### src/pkg/smc_pkg.sv
// Constants and types for the synthesizer main control register block.
// Assumes a 10 MHz ref_clk and a 16-bit register port.
package smc_pkg;

    ////////////////////////////////////////////////////////////////////////
    // Register map
    localparam int unsigned ADDR_W = 4;
    localparam int unsigned DATA_W = 16;
    localparam logic [ADDR_W-1:0] ADDR_MAIN_CONTROL = 4'h0;
    localparam logic [ADDR_W-1:0] ADDR_CAL_STATUS = 4'h1;
    localparam logic [DATA_W-1:0] MAIN_CONTROL_RST = 16'h0003;
    localparam logic [DATA_W-1:0] DATA_ZERO = 16'h0000;

    ////////////////////////////////////////////////////////////////////////
    // main_control fields
    localparam int unsigned BIT_SOFT_RESET = 13;
    localparam int unsigned BIT_SLEEP_REQUEST = 12;
    localparam int unsigned BIT_DUAL_PROFILE_RECAL = 9;
    localparam int unsigned BIT_DUAL_PROFILE_INIT_CAL = 7;
    localparam int unsigned BIT_PROFILE_SELECT = 6;
    localparam int unsigned BIT_CALIB_ENABLE = 0;

    ////////////////////////////////////////////////////////////////////////
    // cal_status fields
    localparam int unsigned BIT_ST_FIRST_DONE = 0;
    localparam int unsigned BIT_ST_CAL_OK_A = 1;
    localparam int unsigned BIT_ST_CAL_OK_B = 2;
    localparam int unsigned BIT_ST_POWER_DOWN = 3;
    localparam int unsigned BIT_ST_CAL_BUSY = 4;
    localparam int unsigned BIT_ST_CAL_TARGET = 5;

    ////////////////////////////////////////////////////////////////////////
    // Timing
    localparam int unsigned CLK_PERIOD_NS = 100;
    localparam int unsigned CAL_TIME_NS = 20000;
    localparam int unsigned CAL_CYC_INT = (CAL_TIME_NS / CLK_PERIOD_NS < 1) ? 1 :
        CAL_TIME_NS / CLK_PERIOD_NS;
    localparam logic [15:0] CAL_CYC = 16'(CAL_CYC_INT);
    localparam logic [15:0] CNT_ONE = 16'h0001;
    localparam logic [15:0] CNT_ZERO = 16'h0000;
    localparam int unsigned SLEEP_EXIT_WAIT_US = 100;
    localparam int unsigned SLEEP_EXIT_WAIT_CYC = SLEEP_EXIT_WAIT_US * 1000 / CLK_PERIOD_NS;

    ////////////////////////////////////////////////////////////////////////
    // State
    typedef enum logic {SMC_CAL_IDLE, SMC_CAL_RUN} smc_cal_state_t;

    typedef struct packed {
        smc_cal_state_t state;
        logic [15:0] cnt;
        logic prof;
        logic pend_b;
        logic busy;
        logic done;
        logic done_prof;
    } smc_cal_st_t;

    typedef struct packed {
        logic [DATA_W-1:0] ctrl;
        logic [2:0] ce_sync;
        logic ce_lvl;
        logic pd;
        logic srst;
        logic [DATA_W-1:0] rdata;
        logic first_done;
        logic [1:0] cal_ok;
        logic cal_start;
        logic cal_both;
        logic cal_sel;
    } smc_top_st_t;

endpackage : smc_pkg

### src/pkg/smc_cal_if.sv
// Link between the control register and its calibration sequencer.
// Assumes both ends run on the same clock.
`timescale 1ns/1ps
interface smc_cal_if;
    logic start;
    logic both;
    logic sel;
    logic abort;
    logic busy;
    logic done;
    logic done_prof;
    logic target;

    modport ctrl (output start, output both, output sel, output abort,
        input busy, input done, input done_prof, input target);
    modport eng (input start, input both, input sel, input abort,
        output busy, output done, output done_prof, output target);
endinterface : smc_cal_if

### src/rtl/smc_top.sv
// Main control register of a frequency synthesizer with calibration start.
// Assumes a host on the plain register port and a chip-enable pin.
//
// What this block and its host do
// RULE1 - Soft-reset bit restores all configuration defaults
// RULE2 - Soft-reset bit clears itself after reset
// RULE3 - Sleep bit powers the device down
// RULE4 - Chip-enable low also powers device down
// RULE5 - Host rewrites control with calibration after wake
// RULE6 - Host waits 100 us before rewriting
// RULE7 - Recal bit toggle recalibrates both profiles
// RULE8 - Host clears recal bit after use
// RULE9 - Init-cal bit calibrates both at first programming
// RULE10 - Without init-cal only one profile calibrated
// RULE11 - Host leaves init-cal zero without switching
// RULE12 - Profile-select bit picks active register set
// RULE13 - Host writes zeros to bits 15-14
// RULE14 - Host writes zero to bits 11,10,8
// RULE15 - Host writes one into field 5-1
// RULE16 - Calibration enable makes write start calibration
// RULE17 - Write with enable clear starts nothing
// RULE18 - Control at offset zero, resets to 0x3
// RULE19 - Actions start after the write is accepted
`timescale 1ns/1ps
module smc_top
    import smc_pkg::*;
(
    input wire logic ref_clk, // 10 MHz clock
    input wire logic nrst, // Async reset, active low
    input wire logic [ADDR_W-1:0] addr, // Register address
    input wire logic [DATA_W-1:0] wdata, // Write data
    input wire logic wr_en, // Write strobe
    input wire logic rd_en, // Read strobe
    output logic [DATA_W-1:0] rdata, // Read data, cycle after strobe
    input wire logic ce_pin, // Chip enable pin, low powers down
    output logic power_down, // Device powered down
    output logic profile_select, // 0 first profile, 1 second
    output logic cfg_reset, // One-cycle reset to config registers
    output logic cal_busy, // Calibration running
    output logic cal_target // Profile under calibration
);

    smc_top_st_t st_r;
    smc_top_st_t st_nxt;
    smc_cal_if cal_link ();

    ////////////////////////////////////////////////////////////////////////
    // Address decode shared by reads and writes
    function automatic logic smc_hit(input logic [ADDR_W-1:0] a,
        input logic [ADDR_W-1:0] off);
        smc_hit = (a == off);
    endfunction : smc_hit

    ////////////////////////////////////////////////////////////////////////
    // Calibration sequencer
    smc_cal u_cal (
        .ref_clk (ref_clk),
        .nrst (nrst),
        .cal (cal_link.eng)
    );

    assign cal_link.start = st_r.cal_start;
    assign cal_link.both = st_r.cal_both;
    assign cal_link.sel = st_r.cal_sel;
    assign cal_link.abort = st_r.pd | st_r.srst;

    ////////////////////////////////////////////////////////////////////////
    // Next state
    always_comb
    begin
        logic wr_ctrl;
        logic rd_ctrl;
        logic rd_stat;
        logic pd_now;
        wr_ctrl = 1'b0;
        rd_ctrl = 1'b0;
        rd_stat = 1'b0;
        pd_now = 1'b0;

        st_nxt = st_r;
        st_nxt.cal_start = 1'b0;
        st_nxt.rdata = DATA_ZERO;

        wr_ctrl = wr_en && smc_hit(addr, ADDR_MAIN_CONTROL); // [RULE18]
        rd_ctrl = rd_en && smc_hit(addr, ADDR_MAIN_CONTROL);
        rd_stat = rd_en && smc_hit(addr, ADDR_CAL_STATUS);

        // Chip-enable pin: change taken when second and third stage agree
        st_nxt.ce_sync = {st_r.ce_sync[1:0], ce_pin};
        if (st_r.ce_sync[1] == st_r.ce_sync[2])
        begin
            st_nxt.ce_lvl = st_r.ce_sync[1];
        end

        // Power-down follows the stored bit or the pin, a cycle after the write
        pd_now = st_r.ctrl[BIT_SLEEP_REQUEST] | ~st_r.ce_lvl; // [RULE3] [RULE4] [RULE19]
        st_nxt.pd = pd_now;

        // Calibration results are lost on wake and on soft reset
        if ((st_r.pd && !pd_now) || st_r.srst)
        begin
            st_nxt.cal_ok = 2'b00;
        end
        if (cal_link.done)
        begin
            st_nxt.cal_ok[cal_link.done_prof] = 1'b1;
        end

        if (st_r.srst)
        begin
            // Reset wins over a write in the same cycle
            st_nxt.ctrl = MAIN_CONTROL_RST; // [RULE1] [RULE2]
            st_nxt.srst = 1'b0; // [RULE2]
        end
        else if (wr_ctrl)
        begin
            st_nxt.ctrl = wdata;
            st_nxt.srst = wdata[BIT_SOFT_RESET]; // [RULE1] [RULE19]
            st_nxt.first_done = 1'b1;
            // Start only when enabled; a reset request overrides it
            st_nxt.cal_start = wdata[BIT_CALIB_ENABLE] &&
                !wdata[BIT_SOFT_RESET]; // [RULE16] [RULE17] [RULE19]
            st_nxt.cal_both = (!st_r.first_done &&
                wdata[BIT_DUAL_PROFILE_INIT_CAL]) || // [RULE9]
                (wdata[BIT_DUAL_PROFILE_RECAL] &&
                !st_r.ctrl[BIT_DUAL_PROFILE_RECAL]); // [RULE7]
            st_nxt.cal_sel = wdata[BIT_PROFILE_SELECT]; // [RULE10]
        end

        // Read data stands only in the cycle after the strobe
        if (rd_ctrl)
        begin
            st_nxt.rdata = st_r.ctrl;
        end
        else if (rd_stat)
        begin
            st_nxt.rdata[BIT_ST_FIRST_DONE] = st_r.first_done;
            st_nxt.rdata[BIT_ST_CAL_OK_A] = st_r.cal_ok[0];
            st_nxt.rdata[BIT_ST_CAL_OK_B] = st_r.cal_ok[1];
            st_nxt.rdata[BIT_ST_POWER_DOWN] = st_r.pd;
            st_nxt.rdata[BIT_ST_CAL_BUSY] = cal_link.busy;
            st_nxt.rdata[BIT_ST_CAL_TARGET] = cal_link.target;
        end
    end

    ////////////////////////////////////////////////////////////////////////
    // State register
    always_ff @(posedge ref_clk or negedge nrst)
    begin
        if (!nrst)
        begin
            st_r <= '0;
            st_r.ctrl <= MAIN_CONTROL_RST; // [RULE18]
            st_r.ce_sync <= 3'h7;
            st_r.ce_lvl <= 1'b1;
        end
        else
        begin
            st_r <= st_nxt;
        end
    end

    ////////////////////////////////////////////////////////////////////////
    // Outputs
    assign rdata = st_r.rdata;
    assign power_down = st_r.pd;
    assign profile_select = st_r.ctrl[BIT_PROFILE_SELECT]; // [RULE12]
    assign cfg_reset = st_r.srst; // [RULE1]
    assign cal_busy = cal_link.busy;
    assign cal_target = cal_link.target;

endmodule : smc_top

### src/rtl/smc_cal.sv
// Calibration sequencer: runs one or both profile calibrations.
// Assumes start is a one-clock flag from the control register; abort is held high while powered down.
`timescale 1ns/1ps
module smc_cal
    import smc_pkg::*;
(
    input wire logic ref_clk, // 10 MHz clock
    input wire logic nrst, // Async reset, active low
    smc_cal_if.eng cal // Request and result link
);

    smc_cal_st_t st_r;
    smc_cal_st_t st_nxt;

    ////////////////////////////////////////////////////////////////////////
    always_comb
    begin
        st_nxt = st_r;
        st_nxt.done = 1'b0;
        if (cal.abort)
        begin
            st_nxt.state = SMC_CAL_IDLE;
            st_nxt.busy = 1'b0;
            st_nxt.pend_b = 1'b0;
        end
        else if (cal.start)
        begin
            // A new request restarts any calibration in progress
            st_nxt.state = SMC_CAL_RUN;
            st_nxt.busy = 1'b1;
            st_nxt.cnt = CAL_CYC - CNT_ONE;
            st_nxt.prof = cal.both ? 1'b0 : cal.sel; // [RULE10]
            st_nxt.pend_b = cal.both; // [RULE7] [RULE9]
        end
        else
        begin
            unique case (st_r.state)
                SMC_CAL_IDLE:
                begin
                    st_nxt.busy = 1'b0;
                end
                SMC_CAL_RUN:
                begin
                    if (st_r.cnt == CNT_ZERO)
                    begin
                        st_nxt.done = 1'b1;
                        st_nxt.done_prof = st_r.prof;
                        if (st_r.pend_b)
                        begin
                            st_nxt.prof = 1'b1;
                            st_nxt.pend_b = 1'b0;
                            st_nxt.cnt = CAL_CYC - CNT_ONE;
                        end
                        else
                        begin
                            st_nxt.state = SMC_CAL_IDLE;
                            st_nxt.busy = 1'b0;
                        end
                    end
                    else
                    begin
                        st_nxt.cnt = st_r.cnt - CNT_ONE;
                    end
                end
            endcase
        end
    end

    always_ff @(posedge ref_clk or negedge nrst)
    begin
        if (!nrst)
        begin
            st_r <= '0;
        end
        else
        begin
            st_r <= st_nxt;
        end
    end

    assign cal.busy = st_r.busy;
    assign cal.done = st_r.done;
    assign cal.done_prof = st_r.done_prof;
    assign cal.target = st_r.prof;

endmodule : smc_cal

### config.mk
export PLATFORM = sky130hd
export DESIGN_NAME = smc_top
export DESIGN_NICKNAME = d
export VERILOG_FILES = /design/src/pkg/smc_pkg.sv /design/src/pkg/smc_cal_if.sv /design/src/rtl/smc_top.sv /design/src/rtl/smc_cal.sv
export SDC_FILE = /design/constraint.sdc
export NUM_CORES = 1
export LEC_CHECK = 0
export ABC_AREA = 1
export BUFFER_PORTS_ARGS = -buffer_cell sky130_fd_sc_hd__buf_4
export CORE_MARGIN = 10
export CORE_UTILIZATION = 51
export DETAILED_ROUTE_END_ITERATION = 16
export PLACE_DENSITY = 0.76
export SLEW_MARGIN = 20
export SYNTH_ARGS = -nofsm -noshare
export SYNTH_HDL_FRONTEND = slang
export SYNTH_SLANG_ARGS = --single-unit
### constraint.sdc
create_clock -name ref_clk -period 1.8 [get_ports ref_clk]
set_clock_uncertainty 0.15 [all_clocks]
set_input_delay 0.18 -clock ref_clk [delete_from_list [all_inputs] [get_ports ref_clk]]
set_output_delay 0.18 -clock ref_clk [all_outputs]
set_load 0.01 [all_outputs]
# [Word-level counts from Yosys, hierarchy flattened]
# Index checks and enable logic that the tools add are counted.
[word_totals] regBits=66 in_bits=25
[classes] add_sub_neg=1 order_cmp=2 n_eq_ne=5 muxes=28 bitwise=8 reduce_logical=28
[ops] op="$mux W16" count=3
[ops] op="$mux W20" count=1
[ops] op="$mux W19" count=1
[ops] op="$mux W18" count=1
[ops] op="$logic_not A16 Y1" count=1
[ops] op="$sub A16 B1 Y16 const B" count=1
[ops] op="$mux W2" count=6
[ops] op="$mux W6" count=2
[ops] op="$mux W10" count=1
[ops] op="$logic_and A1 B1 Y1" count=8
[ops] op="$mux W1" count=8
[ops] op="$ne A4 B4 Y1 const B" count=2
[ops] op="$reduce_and A4 Y1" count=2
[ops] op="$reduce_bool A2 Y1" count=4
[ops] op="$mux W3" count=2
[ops] op="$reduce_and A2 Y1" count=3
[ops] op="$reduce_bool A3 Y1" count=2
[ops] op="$mux W5" count=1
[ops] op="$not A1 Y1" count=5
[ops] op="$eq A4 B1 Y1 const B" count=1
[ops] op="$logic_not A1 Y1" count=4
[ops] op="$logic_not A4 Y1" count=1
[ops] op="$ne A3 B2 Y1 const B" count=1
[ops] op="$reduce_and A3 Y1" count=1
[ops] op="other kinds (8)" count=10

# [Longest topological paths before layout]
[logic_depth] ltp_word=8 depth_mapped=14

# [Modules after synthesis]
# Synthesis repeated with hierarchy kept, for this count alone.
[hier_totals] hier_cells=385 area_unflattened_um2=3180.6
[modules_own_cells] module="smc_top" instances=1 cells_per_inst=191 area_per_inst_um2=1848.0
[modules_own_cells] module="smc_cal" instances=1 cells_per_inst=194 area_per_inst_um2=1332.5

# [Worst setup path after synthesis]
# OpenSTA, ideal clock, no wires.
[synth_timing] path_kind="register to register" from="register u_cal.st_r[5] (netlist bit)" to="register u_cal.st_r[7] (netlist bit)" setup_ns=0.125 arrival_ns=1.493 t_required_ns=1.525 setup_slack_ns=0.032 stages_incl_launch_ff=14 path_buffers=2 synth_period_minus_slack_ns=1.768 cell_sequence="dfrtp_1 > inv_1 > ha_1 > inv_1 > nor2_1 > nand2_1 > nor2_1 > nand2_2 > nand2_2 > nand2_2 > buf_6 > buf_6 > nand3b_1 > nand3_1"
[synth_via] elab_chain_len=4
[synth_lines] element="start: declaration" line="smc_cal.sv:12" text="smc_cal_st_t st_r;"
[synth_lines] element="start signal: assignment" line="smc_cal.sv:77" text="st_r <= st_nxt;"
[synth_lines] element="$sub A16 B1 Y16 or $logic_not A16 Y1 (tied branches)" line="smc_cal.sv:62, smc_cal.sv:44"
[synth_lines] element="$mux W16" line="smc_cal.sv:44" text="if (st_r.cnt == CNT_ZERO)"
[synth_lines] element="$mux W19" line="smc_cal.sv:37" text="unique case (st_r.state)"
[synth_lines] element="$mux W20" line="smc_cal.sv:26" text="else if (cal.start)"
# Parallel ways exist; a longest one is shown, timed or not. The select of a mux whose other input is x is not followed.
# A chain may end at the register's enable or synchronous reset.

# [Final worst setup path]
[layout_timing] from="register u_cal.st_r[6] (netlist bit)" to="register u_cal.st_r[20] (netlist bit)"
# The elaborated chain is that of the path after synthesis.

==> qor.txt <==
Register bit total from synthesis: 66
WP data arrival: 1.84 ns
Placed cell count: 481
Netlist cell types: 29
GRT Residual Overflow: 0
Routed len/inst: 13.72 µm
Largest net degree at the start of global routing: 35
DRT iter0 DRCs: 137
Final Non-Filler Cells: 517
Final HPWL DP: 4985 µm
Sequential power share: 49.0%
IO Pins: 46
Synth-to-Final Area Change: 30.60%
Worst Reg-to-Reg Cells: 14
Routed vias: 2,513
Synth Cell Area: 3042 µm²
Dominant cells by area after synthesis: dfrtp_1 49%, nand2_1 8.9%, inv_1 7.7%, nor2_1 5.9%, dfstp_2 5.2%
Clock network power share: 34.9%
CORE AREA: 5851 µm²
CTS H-Tree Depth: 3
Fmax: 571.0 MHz
Seq/Total Area, Yosys: 54.55%
Syn Nets: 387
Hold path startpoint: addr[2]
Die area: 9453 µm²
Worst Hold End: rdata[5]
Drt total wl: 7095 µm
Worst setup EP type: flop
Sw Share: 29.86%
Die H: 97.23 µm
Critical path peak fanout: 6
Number of diodes: 0
Layout fillers: 448
Power per standard cell area: 839.6 nW/µm²
Routability congestion estimate: 0.8881
Initial DRT Pass Iterations: 4
Setup CP Type: flop to flop
CTS Sinks: 66
Status: finished clean
Vias in the first global route: 2,623
Logic pwr share: 16.0%
Max Root-Sink Buffers: 2
Top cell type's share of synthesized area: 49.36%
Max cap viols: 0
Static Leak: 2.086 nW
Fin. max-slew vios: 0
Peak VDD IR: 0.4831 mV
Reg2reg end: u_cal.st_r[20]
Slew @ Worst Pin: 0.4866 ns
Hold Path Cell Cnt: 4
Fin. Hold Viols: 0
Reg2Reg Launch Point: u_cal.st_r[6]
Chip Width: 97.23 µm
Total Routing Usage GR: 15.37%
Layout Nets: 464
CTS tree: built
Worst EP required: 1.89 ns
Initial antenna violation count: 0
Hold Crit Class: input pin to flop
Net Switching: 0.9960 mW
Finish-stage setup viols: 0
First-pass GRT wire length: 12,230 µm
Tmin final: 1.751 ns
Cells after Synth: 360
R2R Setup Slk: 0.05 ns
Final period utilization: 97.30%
Max transition margin: 67.48%
Synthesized area per cell: 8.449 µm²
Worst setup SP type: flop
Cell Rows: 28
Routed Antenna Nets: 0
RSZ-0062 raised after global routing: yes
Warnings from Yosys: 0
Placed inst area: 3497 µm²
Post-synth top area cell: dfrtp_1
Clk Latency, worst-skew pair: 0.34 ns
Layout cells sized above 1: 29.41%
P_int: 2.339 mW
Clock root buffer: clkbuf_8
Post-route DRC violation count: 0
DR vias/cell: 4.861
Port Buf Inserts: 45
Initial Util: 51.99%
CTS Buf Count: 9
Clock transition at path regs: 0.08 ns
Cell area after layout: 3973 µm²
kinds of logic (layout without fill, tap and decap cells):
kind of cell / Yosys count / after routing / synth area share, %
AOI/OAI and AO/OA: 42 / 42 / 7.939
and+or+nand+nor: 164 / 164 / 23.28
buffers and inverters: 85 / 167 / 13.08
DFF: 66 / 66 / 54.55
adders and majority gates: 3 / 3 / 1.152
flip-flops by register name, indices dropped and copies added (netlist names):
register / flops
st_r: 20
u_cal.st_r: 18
rdata: 16
st_nxt: 2
cal_link.both: 1
cal_link.sel: 1
cal_link.start: 1
cfg_reset: 1
power_down: 1
profile_select: 1
u_cal.cal.busy: 1
u_cal.cal.done: 1
u_cal.cal.done_prof: 1
u_cal.cal.target: 1
Yosys cell counts:
cell,n
nand2_1,72
inv_1,62
dfrtp_1,60
nor2_1,48
nand3_1,23
o21ai_0,19
buf_4,17
o22ai_1,11
dfstp_2,6
nand2_2,6
nor2_2,4
clkbuf_1,3
nand4_1,3
nor3_1,3
o21ai_1,3
a21oi_1,2
a22oi_1,2
buf_6,2
ha_1,2
nor2_4,2
o211ai_1,2
a22o_1,1
a31oi_1,1
and3_1,1
inv_2,1
maj3_1,1
nand3_2,1
nand3b_1,1
o21a_1,1
power by group through the flow:
stage / sequential, mW / combinational, mW / clock, mW
5_1_grt: 1.65 / 0.600 / 1.26
3_3_place_gp: 1.66 / 0.450 / 0
3_5_place_dp: 1.66 / 0.463 / 0
6_report: 1.64 / 0.535 / 1.16
4_1_cts: 1.63 / 0.507 / 1.18
2_1_floorplan: 1.65 / 0.268 / 0
per-stage QoR:
step	hold WS (ns)	setup WS [ns]	utilization (%)	setup TNS, ns	power [mW]
finish	0.1218	0.04860	67.90	0	3.335
global route	0.1609	-0.06630	67.90	-0.5010	3.504
CTS	0.1243	0.01106	66.68	0	3.319
detailed placement	0.0002923	-0.06984	59.77	-0.2917	2.125
global placement	0.006565	0.01094	59.77	0	2.106
floorplan	-0.2656	0.03184	-	0	1.922
critical path: stages (launching register included):
cell and delay (ns):
dfrtp_1 0.40, inv_2 0.08, ha_4 0.13, inv_2 0.03, nor2_2 0.08, nand2_1 0.05, nor2_1 0.11, nand2_2 0.08
nand2_2 0.08, nand2_4 0.09, buf_6 0.16, nand2_2 0.05, nand2_1 0.04, nand2_1 0.05, nor2_1 0.04
layout by cell type, fill, tap and decap left out, types with 2 or more instances in the layout:
cell,instances
inv_6,3
dlygate4sd3_1,18
inv_2,6
o21ai_0,19
a22oi_1,2
o21ai_1,3
o22ai_1,11
o211ai_1,2
dfstp_2,6
nor2_2,9
nor2_4,3
nor2_1,42
inv_1,57
clkbuf_8,9
buf_4,67
nand2_2,12
nand4_1,3
a21oi_1,2
buf_6,2
nand3_1,22
nand3_2,2
nand2_1,64
clkinvlp_4,3
dfrtp_1,60
nor3_1,2
metal layers:
| layer | GRT usage [%] | share of wire (%) | up-vias |
|---|---|---|---|
| li1 | - | - | 1257 |
| met3 | 3.627 | 4.0 | 23 |
| met4 | 6.823 | 2.7 | 0 |
| met2 | 25.46 | 49 | 59 |
| met5 | 0 | 0 | - |
| met1 | 18.54 | 44 | 1174 |
cell type report:
cell class	instances	area [µm²]	area share (%)
clock buffers	9	123.9	3.118
flip-flops and latches	66	1659	41.76
repair buffers	88	725.7	18.27
inverters	63	236.5	5.953
well taps	75	93.84	2.362
clock inverters	7	60.06	1.512
multi-input cells	209	1074	27.02
worst max path at each step:
stage                     slack (ns)  cells after the start     startpoint               end
after floorplan                 0.03                     13  u_cal.st_r[5]     u_cal.st_r[7]
after global placement          0.01                     12  u_cal.st_r[6]  u_cal.cal.target
after detailed placement       -0.07                     12  u_cal.st_r[6]  u_cal.cal.target
after CTS                       0.01                     12  u_cal.st_r[6]  u_cal.cal.target
after global routing           -0.07                     11  u_cal.st_r[8]    u_cal.st_r[10]
final                           0.05                     14  u_cal.st_r[6]    u_cal.st_r[20]
timing repair:
action,4_1_cts,5_1_grt
gates resized for setup,11,21
cloned,1,0
hold buffers,18,0
setup endpoints to repair,12,15
buffers inserted,0,1
pin swaps,5,8
hold endpoints to repair,72,0
No activity file was read; power rests on OpenSTA's default activity.
